[config.mk]
export PLATFORM = sky130hd
export DESIGN_NAME = uhi_irq_gen
export DESIGN_NICKNAME = d
export VERILOG_FILES = /design/src/inc/uhi_pkg.sv /design/src/inc/uhi_shape_if.sv /design/src/rtl/uhi_irq_shaper.sv /design/src/rtl/uhi_irq_gen.sv
export SDC_FILE = /design/constraint.sdc
export NUM_CORES = 1
export LEC_CHECK = 0
export BUFFER_PORTS_ARGS = -buffer_cell sky130_fd_sc_hd__clkbuf_2
export CORE_ASPECT_RATIO = 1.75
export CORE_MARGIN = 2
export CORE_UTILIZATION = 45
export DETAILED_ROUTE_END_ITERATION = 10
export PLACE_DENSITY_LB_ADDON = 0.08
export SYNTH_ARGS = -nofsm -noshare
export SYNTH_HDL_FRONTEND = slang
export SYNTH_HIERARCHICAL = 1
export SYNTH_SLANG_ARGS = --single-unit
[constraint.sdc]
create_clock -name pclk -period 7.3 [get_ports pclk]
set_input_delay 0.73 -clock pclk [delete_from_list [all_inputs] [get_ports pclk]]
set_output_delay 0.73 -clock pclk [all_outputs]
set_load 0.03 [all_outputs]
[src/inc/uhi_pkg.sv]
// Package: register map, field layout, reset values and timing constants of the IRQ generator
package uhi_pkg;

    // Register byte offsets
    localparam logic [11:0] REG_HW_MODE = 12'h000;
    localparam logic [11:0] REG_EDGE_CNT = 12'h004;
    localparam logic [11:0] REG_STATUS = 12'h008;
    localparam logic [11:0] REG_ENABLE = 12'h00c;
    localparam logic [11:0] REG_CAT_BASE = 12'h010; // Done map, AND mask, OR mask per category
    localparam logic [11:0] REG_CAT_STRIDE = 12'h00c;
    localparam logic [11:0] REG_DONE_OFS = 12'h000;
    localparam logic [11:0] REG_AND_OFS = 12'h004;
    localparam logic [11:0] REG_OR_OFS = 12'h008;
    localparam logic [11:0] REG_ATL_TMO = 12'h034;

    // Mode control fields
    localparam int MODE_GIE_BIT = 0;
    localparam int MODE_EDGE_BIT = 1;
    localparam int MODE_POL_BIT = 2;
    localparam logic [2:0] MODE_RST = 3'h0; // Disabled, level, active low

    // Edge count fields
    localparam int EC_PW_LSB = 0;
    localparam int EC_SP_LSB = 24;

    // Status bit positions
    localparam int ST_W = 16;
    localparam int ST_DMA_BIT = 3;
    localparam int ST_CAT_LSB = 7; // Isochronous, interrupt, bulk list in order

    // Descriptor categories
    localparam int NCAT = 3;
    localparam int CAT_ATL = 2;

    // Bulk timeout fields
    localparam int TMO_EN_BIT = 31;

    // Timing
    localparam int CLK_NS = 4;
    localparam int PULSE_MAX_NS = 1000000;
    localparam int PULSE_DEF_NS = 500;
    localparam int PW_SCALE_CYC = PULSE_MAX_NS / (CLK_NS * 65536);
    localparam logic [15:0] PW_DEF_CODE = 16'(PULSE_DEF_NS / (CLK_NS * PW_SCALE_CYC) - 1);
    localparam int SPACE_UNIT_NS = 1000;
    localparam int SPACE_UNIT_CYC = SPACE_UNIT_NS / CLK_NS;
    localparam int US_NS = 1000;
    localparam logic [7:0] US_CYC = 8'(US_NS / CLK_NS);

    // Pulse shaper states, Gray along idle, active, gap
    typedef enum logic [1:0] {
        SH_IDLE = 2'b00,
        SH_ACT = 2'b01,
        SH_GAP = 2'b11
    } uhi_sh_state_t;

endpackage

[src/inc/uhi_shape_if.sv]
// Interface between the register core and the output pulse shaper
`timescale 1ns/1ns
`default_nettype none
interface uhi_shape_if;
    logic raw;           // Global enable and any enabled pending status
    logic trig;          // One-cycle pulse on a newly set enabled status bit
    logic gie;
    logic edge_sel;
    logic pol_high;
    logic [15:0] pw_code;
    logic [7:0] sp_code;
    logic pin;           // Registered output pin level

    modport core (output raw, trig, gie, edge_sel, pol_high, pw_code, sp_code, input pin);
    modport shaper (input raw, trig, gie, edge_sel, pol_high, pw_code, sp_code, output pin);
endinterface
`default_nettype wire

[src/rtl/uhi_irq_shaper.sv]
// Output shaper: level or pulse signalling, polarity, pulse width and spacing
`timescale 1ns/1ns
`default_nettype none
module uhi_irq_shaper
    import uhi_pkg::*;
#(
    parameter int PW_SCALE = PW_SCALE_CYC,
    parameter int SP_UNIT = SPACE_UNIT_CYC
) (
    // Clock and reset
    input wire logic pclk,
    input wire logic presetn,
    // Core side
    uhi_shape_if.shaper sif
);

    typedef struct packed {
        uhi_sh_state_t st;
        logic [31:0] cnt;
        logic pend;
        logic pin;
    } uhi_sh_t;

    uhi_sh_t q_r, q_nxt;
    logic start;
    logic leave;

    // Next state of the shaper
    always_comb begin
        q_nxt = q_r;
        start = 1'b0;
        leave = 1'b0;
        if (sif.trig && sif.edge_sel) begin
            q_nxt.pend = 1'b1; // Events during a pulse or gap merge into one
        end
        case (q_r.st)
            SH_IDLE: begin
                start = sif.edge_sel ? (q_r.pend && sif.gie) : sif.raw;
                if (start) begin
                    q_nxt.st = SH_ACT;
                    q_nxt.pend = 1'b0;
                    q_nxt.cnt = 32'((32'(sif.pw_code) + 32'd1) * 32'(PW_SCALE) - 1);
                end
            end
            SH_ACT: begin
                // Pulse runs its full count; clearing status cannot cut it
                if (sif.edge_sel) begin
                    leave = (q_r.cnt == 32'h0);
                    q_nxt.cnt = q_r.cnt - 32'd1;
                end else begin
                    leave = !sif.raw; // Holds until all contributing bits cleared
                end
                if (leave) begin
                    if (sif.sp_code != 8'h00) begin
                        q_nxt.st = SH_GAP; // Minimum spacing before next activation
                        q_nxt.cnt = 32'(32'(sif.sp_code) * 32'(SP_UNIT) - 1);
                    end else begin
                        q_nxt.st = SH_IDLE;
                    end
                end
            end
            SH_GAP: begin
                q_nxt.cnt = q_r.cnt - 32'd1;
                if (q_r.cnt == 32'h0) begin
                    q_nxt.st = SH_IDLE;
                end
            end
            default: begin
                q_nxt.st = SH_IDLE;
            end
        endcase
        // Active level only with global enable; polarity bit 1 means active high
        q_nxt.pin = ((q_nxt.st == SH_ACT) && sif.gie) ? sif.pol_high : !sif.pol_high;
    end

    // State register; pin idles high so reset shows inactive active-low level
    always_ff @(posedge pclk or negedge presetn) begin
        if (!presetn) begin
            q_r <= '{st: SH_IDLE, cnt: 32'h0, pend: 1'b0, pin: 1'b1};
        end else begin
            q_r <= q_nxt;
        end
    end

    assign sif.pin = q_r.pin;

endmodule // uhi_irq_shaper
`default_nettype wire

[src/rtl/uhi_irq_gen.sv]
// Interrupt generator top: APB registers, status, descriptor masks, bulk timeout
//
// Notes on behaviour
// - Interrupt output asserts only while global enable, mode bit 0, is set.
// - Mode bit 1 selects level or pulse signalling of the output.
// - Mode bit 2 selects active-low or active-high output polarity.
// - After reset: level signalling, active low.
// - Pulse width from edge count bits 15:0; FFFFh about 1 ms, here 65536 x 3 cycles of 4 ns, about 786 us; default 500 ns.
// - Edge count bits 31:24 set minimum spacing; events meanwhile merge.
// - Every event sets its status bit; disabled sources do not drive output.
// - Writing one clears a status bit; zero leaves it alone.
// - Level mode holds output until all contributing status bits cleared.
// - Clearing write never shortens a started pulse.
// - Interrupt generation keeps running while main clocks are stopped.
// - Status shows only which events occurred, not order or time.
// - Done bit with OR mask bit set raises IRQ; OR beats AND.
// - Otherwise IRQ only when all AND-selected done bits are set.
// - Each AND/OR mask pair applies only within its own category.
// - With bulk interval option, bulk IRQ only at timeout expiry.
// - Done maps show which descriptors completed when IRQ raised.
// - DMA end-of-transfer event lands in status bit 3.
//
// The APB register port and the register addresses were chosen for this implementation.
`timescale 1ns/1ns
`default_nettype none
module uhi_irq_gen
    import uhi_pkg::*;
#(
    parameter int DONE_W = 32,
    parameter int PW_SCALE = PW_SCALE_CYC,
    parameter int SP_UNIT = SPACE_UNIT_CYC
) (
    // Clock and reset; pclk is the always-on clock kept alive in suspend
    input wire logic pclk,
    input wire logic presetn,
    // APB slave
    input wire logic psel,
    input wire logic penable,
    input wire logic pwrite,
    input wire logic [11:0] paddr,
    input wire logic [31:0] pwdata,
    output logic [31:0] prdata,
    output logic pready,
    output logic pslverr,
    // Event sources, one-cycle pulses
    input wire logic [ST_W-1:0] event_in,
    input wire logic dma_done_event,
    input wire logic [DONE_W-1:0] iso_done_set,
    input wire logic [DONE_W-1:0] int_done_set,
    input wire logic [DONE_W-1:0] async_bulk_list_done_set,
    // Interrupt pin to the processor
    output logic irq
);

    typedef struct packed {
        logic [2:0] mode;
        logic [15:0] pw;
        logic [7:0] sp;
        logic [ST_W-1:0] st;
        logic [ST_W-1:0] en;
        logic [NCAT-1:0][DONE_W-1:0] done;
        logic [NCAT-1:0][DONE_W-1:0] andm;
        logic [NCAT-1:0][DONE_W-1:0] orm;
        logic [NCAT-1:0] and_q;
        logic [15:0] tmo;
        logic tmo_en;
        logic [15:0] tmr_us;
        logic [7:0] tmr_div;
        logic atl_pend;
        logic trig;
        logic pready;
        logic pslverr;
        logic [31:0] prdata;
    } uhi_regs_t;

    uhi_regs_t r_r, r_nxt;
    uhi_shape_if sif ();

    logic [NCAT-1:0][DONE_W-1:0] done_set;
    logic [NCAT-1:0] or_new;
    logic [NCAT-1:0] and_hit;
    logic [NCAT-1:0] cat_fire;

    assign done_set[0] = iso_done_set;
    assign done_set[1] = int_done_set;
    assign done_set[CAT_ATL] = async_bulk_list_done_set;

    // Per-category mask evaluation, each pair sees only its own done map
    genvar c;
    generate
        for (c = 0; c < NCAT; c++) begin : g_cat
            // New done bits under the OR mask fire at once, ahead of AND
            assign or_new[c] = |(done_set[c] & r_r.orm[c]);
            // AND fires only when every selected done bit is set
            assign and_hit[c] = (r_r.andm[c] != '0) &&
                                ((r_r.done[c] & r_r.andm[c]) == r_r.andm[c]);
            assign cat_fire[c] = or_new[c] || (and_hit[c] && !r_r.and_q[c]);
        end
    endgenerate

    // Read mux over the register map
    function automatic logic [32:0] rd_mux(input uhi_regs_t r, input logic [11:0] a);
        logic [32:0] v;
        v = {1'b1, 32'h0};
        case (a)
            REG_HW_MODE: v = {1'b0, 29'h0, r.mode};
            REG_EDGE_CNT: v = {1'b0, r.sp, 8'h00, r.pw};
            REG_STATUS: v = {1'b0, 16'h0, r.st};
            REG_ENABLE: v = {1'b0, 16'h0, r.en};
            REG_ATL_TMO: v = {1'b0, r.tmo_en, 15'h0, r.tmo};
            default: begin
                for (int k = 0; k < NCAT; k++) begin
                    if (a == 12'(REG_CAT_BASE + REG_CAT_STRIDE * 12'(k) + REG_DONE_OFS)) begin
                        v = {1'b0, 32'(r.done[k])};
                    end
                    if (a == 12'(REG_CAT_BASE + REG_CAT_STRIDE * 12'(k) + REG_AND_OFS)) begin
                        v = {1'b0, 32'(r.andm[k])};
                    end
                    if (a == 12'(REG_CAT_BASE + REG_CAT_STRIDE * 12'(k) + REG_OR_OFS)) begin
                        v = {1'b0, 32'(r.orm[k])};
                    end
                end
            end
        endcase
        return v;
    endfunction

    // Next state of the register core
    always_comb begin
        logic wr;
        logic [ST_W-1:0] set_vec;
        logic [ST_W-1:0] clr_vec;
        logic [32:0] rd;
        logic tick_us;
        logic expire;
        logic [11:0] ca;
        r_nxt = r_r;
        wr = psel && penable && pwrite && r_r.pready;
        set_vec = '0;
        clr_vec = '0;
        rd = rd_mux(r_r, paddr);
        tick_us = 1'b0;
        expire = 1'b0;
        ca = 12'h0;

        // APB: answer in the first access cycle, data and error registered
        r_nxt.pready = psel && !penable;
        r_nxt.prdata = (psel && !penable && !pwrite) ? rd[31:0] : 32'h0;
        r_nxt.pslverr = psel && !penable && rd[32];

        // Bulk interval timer in microsecond steps
        if (r_r.tmo_en) begin
            tick_us = (r_r.tmr_div == US_CYC - 8'd1);
            r_nxt.tmr_div = tick_us ? 8'h00 : r_r.tmr_div + 8'd1;
            if (tick_us) begin
                expire = (r_r.tmr_us >= r_r.tmo);
                r_nxt.tmr_us = expire ? 16'h0 : r_r.tmr_us + 16'd1;
            end
        end else begin
            r_nxt.tmr_div = 8'h00;
            r_nxt.tmr_us = 16'h0;
        end

        // Event collection; status only records occurrence, no order
        set_vec = event_in;
        set_vec[ST_DMA_BIT] = event_in[ST_DMA_BIT] | dma_done_event;
        for (int k = 0; k < NCAT; k++) begin
            if (k == CAT_ATL && r_r.tmo_en) begin
                // Bulk completions wait for the interval to expire
                if (cat_fire[k]) begin
                    r_nxt.atl_pend = 1'b1;
                end
                if (expire && (r_r.atl_pend || cat_fire[k])) begin
                    set_vec[ST_CAT_LSB + k] = 1'b1;
                    r_nxt.atl_pend = 1'b0;
                end
            end else if (cat_fire[k]) begin
                set_vec[ST_CAT_LSB + k] = 1'b1;
            end
        end
        if (!r_r.tmo_en) begin
            r_nxt.atl_pend = 1'b0;
        end
        r_nxt.and_q = and_hit;

        // Register writes
        if (wr) begin
            case (paddr)
                REG_HW_MODE: r_nxt.mode = pwdata[2:0];
                REG_EDGE_CNT: begin
                    r_nxt.pw = pwdata[EC_PW_LSB +: 16];
                    r_nxt.sp = pwdata[EC_SP_LSB +: 8];
                end
                REG_STATUS: clr_vec = pwdata[ST_W-1:0];
                REG_ENABLE: r_nxt.en = pwdata[ST_W-1:0];
                REG_ATL_TMO: begin
                    r_nxt.tmo = pwdata[15:0];
                    r_nxt.tmo_en = pwdata[TMO_EN_BIT];
                end
                default: begin
                    for (int k = 0; k < NCAT; k++) begin
                        ca = 12'(REG_CAT_BASE + REG_CAT_STRIDE * 12'(k));
                        if (paddr == 12'(ca + REG_DONE_OFS)) begin
                            // Done map bits are write-one-to-clear too
                            r_nxt.done[k] = r_r.done[k] & ~pwdata[DONE_W-1:0];
                        end
                        if (paddr == 12'(ca + REG_AND_OFS)) begin
                            r_nxt.andm[k] = pwdata[DONE_W-1:0];
                        end
                        if (paddr == 12'(ca + REG_OR_OFS)) begin
                            r_nxt.orm[k] = pwdata[DONE_W-1:0];
                        end
                    end
                end
            endcase
        end

        // Done maps record completions; a new completion wins over a clear
        for (int k = 0; k < NCAT; k++) begin
            r_nxt.done[k] = r_nxt.done[k] | done_set[k];
        end

        // Write-one-to-clear, hardware set wins over a same-cycle clear
        r_nxt.st = (r_r.st & ~clr_vec) | set_vec;

        // Fresh enabled event kicks the pulse shaper; disabled ones stay silent
        r_nxt.trig = |(set_vec & r_r.en);
    end

    // Register core state; pclk is the always-on clock, so suspend leaves it running
    always_ff @(posedge pclk or negedge presetn) begin
        if (!presetn) begin
            r_r <= '{mode: MODE_RST, pw: PW_DEF_CODE, sp: 8'h00, st: '0, en: '0,
                     done: '0, andm: '0, orm: '0, and_q: '0, tmo: 16'h0,
                     tmo_en: 1'b0, tmr_us: 16'h0, tmr_div: 8'h00, atl_pend: 1'b0,
                     trig: 1'b0, pready: 1'b0, pslverr: 1'b0, prdata: 32'h0};
        end else begin
            r_r <= r_nxt;
        end
    end

    // Shaper controls; raw request is global enable with any enabled pending bit
    assign sif.raw = r_r.mode[MODE_GIE_BIT] && |(r_r.st & r_r.en);
    assign sif.trig = r_r.trig && r_r.mode[MODE_GIE_BIT];
    assign sif.gie = r_r.mode[MODE_GIE_BIT];
    assign sif.edge_sel = r_r.mode[MODE_EDGE_BIT];
    assign sif.pol_high = r_r.mode[MODE_POL_BIT];
    assign sif.pw_code = r_r.pw;
    assign sif.sp_code = r_r.sp;

    uhi_irq_shaper #(
        .PW_SCALE(PW_SCALE),
        .SP_UNIT(SP_UNIT)
    ) u_shaper (
        .pclk(pclk),
        .presetn(presetn),
        .sif(sif)
    );

    // Outputs come from registers
    assign prdata = r_r.prdata;
    assign pready = r_r.pready;
    assign pslverr = r_r.pslverr;
    assign irq = sif.pin;

endmodule // uhi_irq_gen
`default_nettype wire

== Word level (Yosys, flattened, before mapping) ==
Cells that the tools add are included.

* Output and inout port bits: 35
* Logic and storage cells: 186
* Bits of input ports: 162
* Register bits after elaboration: 463

* Equal/unequal tests: 23
* Bitwise operators: 20
* $mul: 2
* Order comparisons: 1
* Reduce and logical (&&, ||, !) cells: 54
* Muxes and demuxes: 52
* Add/sub/neg operators: 6

{| class="wikitable"
|+ Operators by type and width
! kind !! count
|-
| 2-to-1 mux 288 bit || 2
|-
| 2-to-1 mux 32 bit || 12
|-
| 2-to-1 mux 33 bit || 9
|-
| AND 32 bit || 9
|-
| case mux 33 bit (5 select lines) || 1
|-
| equality test 32 bit || 3
|-
| OR 32 bit || 3
|-
| case mux 32 bit (3 select lines) || 1
|-
| nonzero test 32 bit || 3
|-
| OR reduction 32 bit || 3
|-
| equality test 12 x 6 -> 1 bit (second input constant) || 6
|-
| 2-to-1 mux 16 bit || 4
|-
| subtractor 32 x 1 -> 32 bit (second input constant) || 2
|-
| AND 16 bit || 3
|-
| equality test 12 x 5 -> 1 bit (second input constant) || 4
|-
| 2-to-1 mux 35 bit || 1
|-
| 2-to-1 mux 34 bit || 1
|-
| zero test 32 bit || 1
|-
| multiplier 32 x 2 -> 32 bit (second input constant) || 1
|-
| inverter 32 bit || 1
|-
| OR reduction 16 bit || 2
|-
| equality test 12 x 4 -> 1 bit (second input constant) || 2
|-
| 2-to-1 mux 24 bit || 1
|-
| logical AND 1 bit || 18
|-
| 29 further kinds || 65
|}

== Depth between registers and ports, before layout ==
* Depth in word-level cells: 12
* Mapped depth: 19
* Mapped depth without buffers: 18

== Cells and area by module ==
Netlist, hierarchy kept.

{| class="wikitable"
|+ Modules (own cells, without submodules)
! module !! sequential area each (µm²) !! cells an instance !! instances !! area each (µm²)
|-
| uhi_irq_gen || 10687.8 || 1837 || 1 || 21166.6
|-
| uhi_irq_shaper || 902.1 || 795 || 1 || 6223.5
|}

== Worst setup path before layout ==
OpenSTA, ideal clock, no wires.

* Path kind: register to register
* Start point: reg r_r (netlist bit sif.sp_code[1])
* End point: reg u_shaper/q_r[23] in the netlist's numbering
* Cell stages (with the launch flop): 18
* Slack: 2.164 ns
* Buffers on the path: 1
* Library setup time: 0.087 ns
* Data required time: 7.213 ns
* Period minus slack after synthesis: 5.136 ns
* Arrival: 5.049 ns
* Path through: dfrtp_1 -> inv_1 -> fa_1 -> fa_1 -> fa_1 -> fa_1 -> inv_1 -> ha_1 -> buf_6 -> and2_4 -> a211oi_2 -> o211ai_2 -> a2111oi_4 -> o2111ai_1 -> or4_4 -> a21oi_4 -> nor3_1 -> a211oi_2

* Word-level cells in the longest chain between the ends: 5
* Elaborated cells on any way between the ends: 6
* Classes of those cells: add/sub (1); mul (1); mux (3); reduce/logical (1)

{| class="wikitable"
|+ RTL lines
! element !! RTL line !! RTL
|-
| from (decl) || uhi_irq_gen.sv:76 || <nowiki>uhi_regs_t r_r, r_nxt;</nowiki>
|-
| from (signal assigned) || uhi_irq_gen.sv:233 || <nowiki>r_r <= '{mode: MODE_RST, pw: PW_DEF_CODE, sp: 8'h00, st: '0, en: '0,</nowiki>
|-
| from (signal assigned) || uhi_irq_gen.sv:238 || <nowiki>r_r <= r_nxt;</nowiki>
|-
| multiplier 8 x 7 -> 15 bit || uhi_irq_shaper.sv:56 || <nowiki>q_nxt.cnt = 32'(32'(sif.sp_code) * 32'(SP_UNIT) - 1);</nowiki>
|-
| subtractor 16 x 1 -> 17 bit || uhi_irq_shaper.sv:56 ||
|-
| 2-to-1 mux 32 bit * || uhi_irq_shaper.sv:54 || <nowiki>if (sif.sp_code != 8'h00) begin</nowiki>
|-
| 2-to-1 mux 34 bit * || uhi_irq_shaper.sv:53 || <nowiki>if (leave) begin</nowiki>
|-
| case mux 32 bit (3 select lines) * || uhi_irq_shaper.sv:36 || <nowiki>case (q_r.st)</nowiki>
|-
| to (signal assigned) || uhi_irq_shaper.sv:79 || <nowiki>q_r <= '{st: SH_IDLE, cnt: 32'h0, pend: 1'b0, pin: 1'b1};</nowiki>
|-
| to (signal assigned) || uhi_irq_shaper.sv:81 || <nowiki>q_r <= q_nxt;</nowiki>
|-
| to (decl) || uhi_irq_shaper.sv:24 || <nowiki>uhi_sh_t q_r, q_nxt;</nowiki>
|}

Mark *: on every way between the ends. The rest lies on a longest branch, timed or not.
A chain may end at the register's enable or synchronous reset.

== Final worst setup path ==
* Start point: reg r_r (netlist bit sif.sp_code[1])
* End point: reg u_shaper/q_r[33] in the netlist's numbering

The elaborated chain is that of the path after synthesis.

==> flow_summary.toml <==
[run_status]
status = "complete, no violations"

[layout]
fin_util_pct = 50.18
fillerInstances = 5583
num-nets-final = 3011
layout-drive-gt1-share_pct = 21.85
fin_cells = 3552
syn_to_final_growth_pct = 10.20

[setup_path]
critical_path_class = "register to register"
critPathBufInv = 2
max_stage_delay_ns = 0.64
cp_cell_sequence = "inv_1, fa_1, fa_1, fa_1, fa_1, inv_1, ha_1, and2_4, a211oi_2, o211ai_2, a2111oi_4, o2111ai_1, nor2_1, nor4b_4, o21ai_1, o211ai_1"
crit_path_end_kind = "register"
required_ns = 7.80
ff2ff_path_depth = 16
cp_max_fo = 9
worst-path-stages = 16
cp_data_arrival_time_ns = 6.36
cp_common_cell = "fa_1"
slowest_stage = "nor4b_4"
cp-start-kind = "register"
path_delay_family = "adder cells"

[clock_tree]
clk_pin_slew_ns = 0.06
cts_buffers = 46
cts-resized-gates = 0
cts-root-buf = "clkbuf_16"
cts_setup_buffers = 0
clock_sinks = 463
htreeDepth = 2
clk_path_buf_depth = 3
clk_latency_ns = 0.62
ctsHoldBuffers = 0
cts_tree = "yes"

[drt]
routed_wl_um = 106000
drtAntennaViolNets = 0
wl_per_cell_um = 29.84
via_per_inst = 6.304
drc = 0
drt_iter0_drc = 1611
firstDrtPassIters = 5
vias = 22390

[pwr]
vdd_ir_drop_max_mv = 0.1648
power_mw = 5.291
p_leak_nw = 13.58
p_per_area_mw_per_mm2 = 175.3

[placement]
numPortBuffers = 196
gp_congestion = 0.9766
post-dp-hpwl_um = 81280
dpl.cell_count = 3468

[synth]
ys_ff_latch = 463
syn-cell-area_mm2 = 0.02739
yosys_warnings = 6
avgSynthCellArea_um2 = 10.41
synth.most_common_cell = "dfrtp_1"
ys.flop_type = "dfrtp_1"
yosysTopAreaCell = "dfrtp_1"
synthTopCellsByArea = "dfrtp_1, mux2_2, ha_1, nand2_1, a21o_1"
synth_edf_count = 0
seq_area_frac_synth_pct = 42.31
async_flop_share_pct = 100.0
syn_nets = 2913
synth_cell_types = 101
syn_inst = 2632
yosys-top-cells-count = "dfrtp_1, nand2_1, mux2_2"
yosysTopAreaCellShare_pct = 42.03

[sta]
worst_slew_pin_slew_ns = 1.295
post-route-min-period_ns = 5.859
rsz0062_at_grt = "no"
setup_tns_ns = 0
slew_viol_final = 0
fmax_ghz = 0.1707
setup_viol = 0
timing.final.crit_share_pct = 80.26
final-hold-violation-count = 0
skew_ns = 0.03562
slew_headroom_pct = 13.67

[global_routing]
antenna_found_initial = 12
grt_pass1_vias = 22990
grt_max_degree = 160
grt_pass1_wl_um = 154400
globalRouteTotalUtil_pct = 34.01
grt_overflow = 0

[floorplan]
die_h_um = 330.4
die_area_mm2 = 0.06293
pin_count = 197
start_util_pct = 45.53
coreArea_mm2 = 0.06015
num_rows = 119
die_w_um = 190.5

[run]
maxCapViolCount = 0

[hold_path]
hold_class = "primary input to async pin"
==> registers in the layout, indices dropped and copies added (netlist names) <==
signal	cells
r_r	369
u_shaper/q_r	35
prdata	32
sif.pw_code	16
sif.sp_code	8
pready	1
pslverr	1
u_shaper/sif.pin	1
==> worst register-to-register path, cell delays in order (launching register included) <==
cell and delay (ns):
dfrtp_1 0.53, inv_1 0.14, fa_1 0.58, fa_1 0.44
fa_1 0.48, fa_1 0.49, inv_1 0.04, ha_1 0.38
and2_4 0.19, a211oi_2 0.25, o211ai_2 0.18, a2111oi_4 0.46
o2111ai_1 0.27, nor2_1 0.23, nor4b_4 0.64, o21ai_1 0.29
o211ai_1 0.17
==> layer usage <==
| layer | up-vias | wire length, µm | GRT usage [%] |
|---|---|---|---|
| met4 | 18 | 10750 | 28.88 |
| li1 | 9794 | - | - |
| met1 | 11390 | 35970 | 35.26 |
| met5 | - | 125 | 0 |
| met2 | 870 | 54280 | 60.25 |
| met3 | 324 | 4872 | 4.842 |
==> layout by cell type (no fill, tap or decap), types with 46 or more instances in the layout <==
| cell | count |
|---|---|
| nor2b_1 | 71 |
| a21o_1 | 118 |
| clkbuf_2 | 194 |
| a21oi_1 | 91 |
| inv_1 | 141 |
| nor2_1 | 117 |
| o21ai_0 | 76 |
| a221oi_1 | 48 |
| clkbuf_16 | 46 |
| mux2_2 | 214 |
| dfrtp_1 | 460 |
| ha_1 | 97 |
| nand2_1 | 247 |
==> per-stage QoR <==
stage,area [µm²],hold WS (ns),setup slack (ns)
2_1_floorplan,27390,0.4239,2.164
3_3_place_gp,28750,0.4605,1.656
3_5_place_dp,28750,0.4679,1.519
4_1_cts,30170,0.2010,1.502
5_1_grt,30170,0.2469,1.052
6_report,30180,0.1812,1.441
==> path summary, 6_finish.rpt <==
check	start	to	slack (ns)
min in group pclk	async_bulk_list_done_set[0]	r_r[336]	0.32
worst min register to register	r_r[351]	r_r[351]	0.48
worst max register to register	sif.sp_code[1]	u_shaper/q_r[33]	1.44
max in group asynchronous	presetn	r_r[106]	5.59
worst min-delay path	presetn	r_r[68]	0.18
worst max-delay path	sif.sp_code[1]	u_shaper/q_r[33]	1.44
==> final cells by class <==
type / instances / area [µm²] / share of cell area [%]
clock inverter: 12 / 121.4 / 0.4021
sequential: 463 / 11590 / 38.40
multi-input combinational: 1852 / 14410 / 47.72
inverter: 141 / 529.3 / 1.753
tap: 786 / 983.4 / 3.258
antenna: 6 / 15.01 / 0.04974
timing repair buffer: 226 / 1244 / 4.120
clock buffer: 66 / 1296 / 4.294
==> report_power, final <==
| group | leakage [nW] | switching (mW) | internal, mW |
|---|---|---|---|
| Clock | 0.703 | 1.06 | 1.30 |
| Sequential | 5.80 | 0.00514 | 2.57 |
| Combinational | 7.08 | 0.256 | 0.0984 |
==> kinds of logic after synthesis <==
family          Yosys count  share of synthesized area [%]
xor+xnor                 73                          2.362
buf+inv                 317                          5.249
fa+ha+maj               119                          6.039
flops                   463                          42.31
mux                     302                          13.26
simple gates            723                          13.70
compound gates          635                          17.08
Note: power is estimated with default switching activity, not from simulation.
